<file path="config.mk">
export PLATFORM = sky130hd
export DESIGN_NAME = sramc_host
export DESIGN_NICKNAME = d
export VERILOG_FILES = /design/src/design/sramc_pkg.sv /design/src/design/sramc_host.sv
export SDC_FILE = /design/constraint.sdc
export NUM_CORES = 1
export LEC_CHECK = 0
export BUFFER_PORTS_ARGS = -buffer_cell sky130_fd_sc_hd__clkbuf_2
export CORE_ASPECT_RATIO = 2
export CORE_MARGIN = 10
export CORE_UTILIZATION = 30
export DETAILED_ROUTE_END_ITERATION = 7
export GPL_TIMING_DRIVEN = 0
export RECOVER_POWER = 50
export SYNTH_ARGS = -nofsm -noshare
export SYNTH_HDL_FRONTEND = slang
export SYNTH_SLANG_ARGS = --single-unit
</file>
<file path="constraint.sdc">
create_clock -name mclk -period 3 [get_ports mclk]
set_input_delay 0.15 -clock mclk [delete_from_list [all_inputs] [get_ports mclk]]
set_output_delay 0.15 -clock mclk [all_outputs]
set_load 0.05 [all_outputs]
</file>
<file path="src/design/sramc_pkg.sv">
package sramc_pkg;
  // ****************************************************************
  // geometry
  // ****************************************************************
  localparam int ADDR_W = 8;
  localparam int DATA_W = 4;
  localparam int WORDS = 256;
  // ****************************************************************
  // timing, ns and derived cycle counts at 10 ns per mclk
  // ****************************************************************
  localparam int CLK_PERIOD_NS = 10;
  localparam int T_RC_NS = 1000;
  localparam int T_WP_NS = 750;
  localparam int T_CW_NS = 900;
  localparam int T_DW_NS = 700;
  localparam int T_DH_NS = 100;
  localparam int T_DF_NS = 200;
  localparam int T_REC_NS = T_RC_NS;
  localparam int RC_CYC = (T_RC_NS + CLK_PERIOD_NS - 1) / CLK_PERIOD_NS;
  localparam int WP_CYC = (T_WP_NS + CLK_PERIOD_NS - 1) / CLK_PERIOD_NS;
  localparam int CW_CYC = (T_CW_NS + CLK_PERIOD_NS - 1) / CLK_PERIOD_NS;
  localparam int DW_CYC = (T_DW_NS + CLK_PERIOD_NS - 1) / CLK_PERIOD_NS;
  localparam int DH_CYC = (T_DH_NS + CLK_PERIOD_NS - 1) / CLK_PERIOD_NS;
  localparam int DF_CYC = (T_DF_NS + CLK_PERIOD_NS - 1) / CLK_PERIOD_NS;
  localparam int REC_CYC = (T_REC_NS + CLK_PERIOD_NS - 1) / CLK_PERIOD_NS;
  localparam int CNT_W = 8;
  // ****************************************************************
  // types
  // ****************************************************************
  typedef enum logic [5:0] {
    SRAMC_IDLE = 6'h01,
    SRAMC_RD = 6'h02,
    SRAMC_WR = 6'h04,
    SRAMC_WHOLD = 6'h08,
    SRAMC_GAP = 6'h10,
    SRAMC_STBY = 6'h20
  } sramc_state_e;
  typedef struct packed {
    logic chip_enable_a_n;
    logic chip_enable_b_n;
    logic write_strobe_n;
    logic output_disable;
    logic [ADDR_W-1:0] addr;
    logic [DATA_W-1:0] dq_out;
    logic dq_oe;
  } sramc_pins_s;
endpackage

</file>
<file path="src/design/sramc_host.sv">
`timescale 1ns/1ps
// Notes on behaviour
// - access only with both enables low
// - strobe low writes, high reads
// - hold output_disable high during writes
// - data taken at strobe rising edge
// - enables low long enough before strobe rises
// - enables held high through standby
// - wait recovery time after standby
module sramc_host #(
  parameter int ADDR_W = sramc_pkg::ADDR_W,
  parameter int DATA_W = sramc_pkg::DATA_W
) (
  input wire logic mclk,
  input wire logic reset,
  input wire logic req_valid,
  input wire logic req_write,
  input wire logic [ADDR_W-1:0] req_addr,
  input wire logic [DATA_W-1:0] req_wdata,
  input wire logic standby_req,
  output logic req_ready,
  output logic rsp_valid,
  output logic [DATA_W-1:0] rsp_rdata,
  output logic in_standby,
  output logic chip_enable_a_n,
  output logic chip_enable_b_n,
  output logic write_strobe_n,
  output logic output_disable,
  output logic [ADDR_W-1:0] mem_addr,
  output logic [DATA_W-1:0] dq_out,
  output logic dq_oe,
  input wire logic [DATA_W-1:0] dq_in
);
  // ****************************************************************
  // state
  // ****************************************************************
  typedef struct packed {
    sramc_pkg::sramc_state_e fsm;
    logic [sramc_pkg::CNT_W-1:0] cnt;
    logic [sramc_pkg::CNT_W-1:0] gap;
    logic was_write;
    logic ready;
    logic rvalid;
    logic [DATA_W-1:0] rdata;
    logic stby;
    sramc_pkg::sramc_pins_s pins;
  } sramc_host_s;

  sramc_host_s st;
  sramc_host_s next_st;

  function automatic logic [sramc_pkg::CNT_W-1:0] cyc(input int n);
    cyc = sramc_pkg::CNT_W'(n - 1);
  endfunction

  always_comb begin
    next_st = st;
    next_st.rvalid = 1'b0;
    case (st.fsm)
      sramc_pkg::SRAMC_IDLE: begin
        next_st.pins.chip_enable_a_n = 1'b1;
        next_st.pins.chip_enable_b_n = 1'b1;
        next_st.pins.write_strobe_n = 1'b1;
        next_st.pins.output_disable = 1'b1;
        next_st.pins.dq_oe = 1'b0;
        if (standby_req) begin
          // enables already high here, so the device floats before power drops
          next_st.fsm = sramc_pkg::SRAMC_STBY;
          next_st.stby = 1'b1;
          next_st.ready = 1'b0;
        end else if (req_valid && st.ready) begin
          next_st.ready = 1'b0;
          next_st.pins.addr = req_addr;
          next_st.pins.chip_enable_a_n = 1'b0;
          next_st.pins.chip_enable_b_n = 1'b0;
          next_st.was_write = req_write;
          if (req_write) begin
            next_st.pins.write_strobe_n = 1'b0;
            next_st.pins.output_disable = 1'b1;
            next_st.pins.dq_out = req_wdata;
            next_st.pins.dq_oe = 1'b1;
            next_st.cnt = cyc(sramc_pkg::CW_CYC);
            next_st.fsm = sramc_pkg::SRAMC_WR;
          end else begin
            next_st.pins.output_disable = 1'b0;
            next_st.cnt = cyc(sramc_pkg::RC_CYC);
            next_st.fsm = sramc_pkg::SRAMC_RD;
          end
        end
      end
      sramc_pkg::SRAMC_RD: begin
        // full read cycle covers access time from address and enable
        if (st.cnt == '0) begin
          next_st.rdata = dq_in;
          next_st.rvalid = 1'b1;
          next_st.pins.chip_enable_a_n = 1'b1;
          next_st.pins.chip_enable_b_n = 1'b1;
          next_st.pins.output_disable = 1'b1;
          next_st.gap = cyc(sramc_pkg::DF_CYC);
          next_st.fsm = sramc_pkg::SRAMC_GAP;
        end else begin
          next_st.cnt = st.cnt - 1'b1;
        end
      end
      sramc_pkg::SRAMC_WR: begin
        // strobe low covers pulse width, enable setup and data setup
        if (st.cnt == '0) begin
          next_st.pins.write_strobe_n = 1'b1;
          next_st.cnt = cyc(sramc_pkg::DH_CYC);
          next_st.fsm = sramc_pkg::SRAMC_WHOLD;
        end else begin
          next_st.cnt = st.cnt - 1'b1;
        end
      end
      sramc_pkg::SRAMC_WHOLD: begin
        // data and address stay past the rising edge for hold time
        if (st.cnt == '0) begin
          next_st.pins.dq_oe = 1'b0;
          next_st.pins.chip_enable_a_n = 1'b1;
          next_st.pins.chip_enable_b_n = 1'b1;
          next_st.gap = cyc(sramc_pkg::DF_CYC);
          next_st.fsm = sramc_pkg::SRAMC_GAP;
        end else begin
          next_st.cnt = st.cnt - 1'b1;
        end
      end
      sramc_pkg::SRAMC_GAP: begin
        // lets the device release the bus before the next owner drives it
        if (st.gap == '0) begin
          next_st.ready = 1'b1;
          next_st.fsm = sramc_pkg::SRAMC_IDLE;
        end else begin
          next_st.gap = st.gap - 1'b1;
        end
      end
      sramc_pkg::SRAMC_STBY: begin
        if (st.stby) begin
          if (!standby_req) begin
            next_st.stby = 1'b0;
            next_st.gap = cyc(sramc_pkg::REC_CYC);
          end
        end else if (st.gap == '0) begin
          next_st.ready = 1'b1;
          next_st.fsm = sramc_pkg::SRAMC_IDLE;
        end else begin
          next_st.gap = st.gap - 1'b1;
        end
      end
      default: begin
        next_st.fsm = sramc_pkg::SRAMC_IDLE;
      end
    endcase
  end

  always_ff @(posedge mclk) begin
    if (reset) begin
      st <= '0;
      st.fsm <= sramc_pkg::SRAMC_IDLE;
      st.ready <= 1'b1;
      st.pins.chip_enable_a_n <= 1'b1;
      st.pins.chip_enable_b_n <= 1'b1;
      st.pins.write_strobe_n <= 1'b1;
      st.pins.output_disable <= 1'b1;
    end else begin
      st <= next_st;
    end
  end

  // ****************************************************************
  // outputs
  // ****************************************************************
  assign req_ready = st.ready;
  assign rsp_valid = st.rvalid;
  assign rsp_rdata = st.rdata;
  assign in_standby = (st.fsm == sramc_pkg::SRAMC_STBY);
  assign chip_enable_a_n = st.pins.chip_enable_a_n;
  assign chip_enable_b_n = st.pins.chip_enable_b_n;
  assign write_strobe_n = st.pins.write_strobe_n;
  assign output_disable = st.pins.output_disable;
  assign mem_addr = st.pins.addr;
  assign dq_out = st.pins.dq_out;
  assign dq_oe = st.pins.dq_oe;

  // ****************************************************************
  // assertions
  // ****************************************************************
  int unsigned low_run;
  always_ff @(posedge mclk) begin
    if (reset || chip_enable_a_n || write_strobe_n) begin
      low_run <= 0;
    end else begin
      low_run <= low_run + 1;
    end
  end

  property p_strobe_needs_enable;
    @(posedge mclk) disable iff (reset) !write_strobe_n |-> (!chip_enable_a_n && !chip_enable_b_n);
  endproperty
  a_strobe_needs_enable: assert property (p_strobe_needs_enable) else $error("strobe low while deselected");

  property p_od_during_write;
    @(posedge mclk) disable iff (reset) (!write_strobe_n || dq_oe) |-> output_disable;
  endproperty
  a_od_during_write: assert property (p_od_during_write) else $error("output enabled while writing");

  property p_no_contention;
    @(posedge mclk) disable iff (reset) dq_oe |-> (output_disable || chip_enable_a_n || !write_strobe_n);
  endproperty
  a_no_contention: assert property (p_no_contention) else $error("both ends may drive the bus");

  property p_enable_setup;
    @(posedge mclk) disable iff (reset) ($rose(write_strobe_n)) |-> ($past(low_run) >= sramc_pkg::CW_CYC - 1);
  endproperty
  a_enable_setup: assert property (p_enable_setup) else $error("strobe too short");

  property p_data_hold;
    @(posedge mclk) disable iff (reset) $rose(write_strobe_n) |-> dq_oe && $stable(dq_out) && $stable(mem_addr);
  endproperty
  a_data_hold: assert property (p_data_hold) else $error("data not held at strobe edge");

  property p_standby_deselect;
    @(posedge mclk) disable iff (reset) in_standby |-> (chip_enable_a_n && chip_enable_b_n && !dq_oe);
  endproperty
  a_standby_deselect: assert property (p_standby_deselect) else $error("enabled in standby");

  property p_recovery;
    @(posedge mclk) disable iff (reset) $fell(st.stby) |-> !req_ready [*8];
  endproperty
  a_recovery: assert property (p_recovery) else $error("ready too soon after standby");

  property p_read_mode;
    @(posedge mclk) disable iff (reset) (st.fsm == sramc_pkg::SRAMC_RD) |-> write_strobe_n && !output_disable;
  endproperty
  a_read_mode: assert property (p_read_mode) else $error("read without strobe high");

  property p_float_gap;
    @(posedge mclk) disable iff (reset) $fell(dq_oe) |-> !req_ready [*8];
  endproperty
  a_float_gap: assert property (p_float_gap) else $error("bus turnaround too short");

  c_write: cover property (@(posedge mclk) $rose(write_strobe_n));
  c_read: cover property (@(posedge mclk) rsp_valid);
  c_standby: cover property (@(posedge mclk) $fell(in_standby));
endmodule // sramc_host

</file>
==> impl_metrics.tcl <==
set metrics [dict create \
    cts_tree "built" \
    globalplace.congestion 0.9271 \
    crit_buf_inv 2 \
    critPathSlowestCell "nor4_4" \
    drt-initial-drc-count 152 \
    clock.fmax_mhz 394.9 \
    htree_levels 2 \
    crit_fanout 8 \
    clk_latency_ns 0.29 \
    grt_antenna_before_repair 0 \
    yosysUniqueCellTypes 58 \
    peakVddDrop_v 0.0006557 \
    clock_skew_ns 0.006513 \
    synth_area_um2 2457 \
    clockBufferDepth 2 \
    clkSinkCount 45 \
    ys_async_sr_fraction_pct 0 \
    core_um2 7943 \
    netlist_instances 299 \
    cts_inserted_buffers 5 \
    setup_ws_ns 0.4674 \
    grt_remaining_overflow 0 \
    vias_per_cell 5.419 \
    tightest_slew_ns 0.7768 \
    status "completed" \
    ys_seq_elements 45 \
    path_clk_slew_ns 0.07 \
    grt_pass1_wl_um 11670 \
    avgSynthCellArea_um2 8.219 \
    cap_violations 0 \
    end_kind "flop" \
    num_vias 2406 \
    diodes 0 \
    r2r_slack_ns 0.47 \
    p_per_area_nw_per_um2 883.2 \
    ys_seq_area_share_pct 36.66 \
    rows 46 \
    timing.final.crit_share_pct 84.42 \
    crit_top_cell "clkbuf_1" \
    ys.flop_type "dfxtp_1" \
    critical_path_required_ns 3.23 \
    start_util_pct 30.94 \
    worst_ep_arrival_time_ns 2.76 \
    yosys_warnings 0 \
    setup_viol 0 \
    die_y_um 148.0 \
    layout-drive-gt1-share_pct 14.94 \
    dpl.hpwl_um 5698 \
    nets 372 \
    cts.repair.resized 0 \
    maxSlewViolCount 0 \
    cts_hold_buf 0 \
    die_area_um2 12430 \
    track_usage_pct 11.42 \
    route.detailed.drc 0 \
    critPathKind "flop to flop" \
    fin_util_pct 36.74 \
    rsz0062_at_grt "false" \
    die_w_um 84.00 \
    tns_ns 0 \
    hold_viol 0 \
    leakagePower_nw 1.115 \
    dr.pass1.iters 4 \
    worstSetupStartpointType "flop" \
    drt_wl_total_um 7322 \
    ant_nets 0 \
    place_ws_ns 0.5430 \
    critPathMaxStageDelay_ns 0.63 \
    syn-num-nets 324 \
    cp_cell_sequence "clkbuf_1 -> or4_1 -> clkbuf_1 -> nor4_4 -> o31ai_2 -> a2111oi_2 -> a31o_1" \
    post_cts_buffers 0 \
    fillers 855 \
    io_pins 45 \
    fin_crit_ns 2.533 \
    critPathTopFamily "simple AND/OR/NAND/NOR gates" \
    port-buffer-count 41 \
    synthToLayoutAreaGrowth_pct 18.74 \
    worst_hold_path_type "input port to flop" \
    wl_per_cell_um 16.49 \
    grt_pass1_vias 2404 \
    synth_edf_count 0 \
    clockRootBuffer "clkbuf_16" \
    slew_headroom_pct 47.78 \
    grt_start_max_net_pins 15 \
]
[Yosys cell counts, types with 2 or more instances]
| cell | n | area, µm² |
|---|---|---|
| xnor2_1 | 2 | 17.52 |
| clkbuf_1 | 14 | 52.55 |
| o21ai_0 | 12 | 60.06 |
| dfxtp_1 | 45 | 900.9 |
| nor3_1 | 11 | 55.05 |
| a22o_1 | 2 | 17.52 |
| inv_1 | 9 | 33.78 |
| or3_1 | 4 | 25.02 |
| nand2_1 | 28 | 105.1 |
| o31ai_1 | 3 | 22.52 |
| and3b_1 | 2 | 17.52 |
| a211oi_1 | 2 | 15.01 |
| nand4b_1 | 2 | 17.52 |
| nand4_1 | 2 | 12.51 |
| o211a_1 | 3 | 30.03 |
| buf_4 | 18 | 135.1 |
| or4_1 | 3 | 22.52 |
| a21o_1 | 2 | 15.01 |
| nor4_1 | 6 | 37.54 |
| o211ai_1 | 3 | 22.52 |
| mux2i_1 | 10 | 100.1 |
| nand3b_1 | 2 | 15.01 |
| xor2_1 | 2 | 17.52 |
| a21oi_1 | 25 | 125.1 |
| buf_2 | 2 | 10.01 |
| ha_1 | 4 | 50.05 |
| a22oi_1 | 2 | 15.01 |
| nor3b_1 | 2 | 15.01 |
| nand2b_1 | 4 | 25.02 |
| a31oi_1 | 4 | 25.02 |
| nor2_1 | 27 | 101.4 |
| nand3_1 | 16 | 80.08 |
[area by class of cell]
type                       instances  area (µm²)  area share [%]
clock buffer                       6       128.9           4.417
timing repair buffer              41       175.2           6.003
clock inverter                     2       38.79           1.329
sequential                        45       900.9           30.87
buffer                            34       195.2           6.690
inverter                           9       33.78           1.158
tap                               96       120.1           4.117
multi-input combinational        211        1325           45.41
[flip-flops by register name (all words and copies together), names as in the netlist]
| register | cells |
|---|---|
| st | 23 |
| mem_addr | 8 |
| dq_out | 4 |
| rsp_rdata | 4 |
| chip_enable_a_n | 1 |
| dq_oe | 1 |
| output_disable | 1 |
| req_ready | 1 |
| rsp_valid | 1 |
| write_strobe_n | 1 |
[tightest hold or removal path: cells and delay by family]
family,cells,cell delay (ns)
buffers and inverters,1,0.08
and+or+nand+nor,1,0.05
AOI/OAI and AO/OA,1,0.05
[report_power, final]
group	internal [mW]	leakage [nW]	switching, mW
clock network	0.395	0.0810	0.239
logic	0.393	0.668	0.772
registers	0.693	0.366	0.0857
[per-layer routing]
layer | GRT usage [%] | share of wire [%]
met1 | 9.724 | 35
met2 | 21.69 | 55
met5 | 0 | 0
met4 | 8.923 | 6.2
met3 | 2.807 | 3.9
[cell families (layout without fill, tap and decap cells)]
logic type,Yosys count,in the layout,synth area share [%]
simple gates,118,118,25.92
compound gates,75,75,20.47
flops,45,45,36.66
buf+inv,43,92,9.419
mux,10,10,4.073
fa+ha+maj,4,4,2.037
xor+xnor,4,4,1.426
[final timing paths]
kind                              startpoint           end  depth (start not counted)
worst max register to register        st[44]        st[36]                          7
worst max-delay path                  st[44]        st[36]                          7
worst min-delay path            req_wdata[1]     dq_out[1]                          3
worst min register to register  rsp_rdata[1]  rsp_rdata[1]                          2
[through the flow]
step	hold slack [ns]	cell area, µm²	cells	power, mW
floorplan	0.2972	2457	299	1.676
global placement	0.3880	2783	436	1.939
detailed placement	0.3946	2783	436	1.951
CTS	0.08757	2950	444	2.593
global route	0.08926	2918	444	2.734
finish	0.09031	2918	444	2.577
[layout by cell type, fill, tap and decap left out, types with 3 or more instances in the layout]
| cell | count |
|---|---|
| dfxtp_1 | 45 |
| clkbuf_1 | 41 |
| nand2_1 | 28 |
| nor2_1 | 27 |
| a21oi_1 | 25 |
| buf_4 | 18 |
| clkbuf_2 | 17 |
| nand3_1 | 16 |
| o21ai_0 | 12 |
| nor3_1 | 11 |
| mux2i_1 | 10 |
| inv_1 | 9 |
| nor4_1 | 6 |
| clkbuf_16 | 5 |
| nand2b_1 | 4 |
| or3_1 | 4 |
| a31oi_1 | 4 |
| ha_1 | 4 |
| or4_1 | 3 |
| o211a_1 | 3 |
| o31ai_1 | 3 |
| o211ai_1 | 3 |
(Power assumes the default switching activity.)
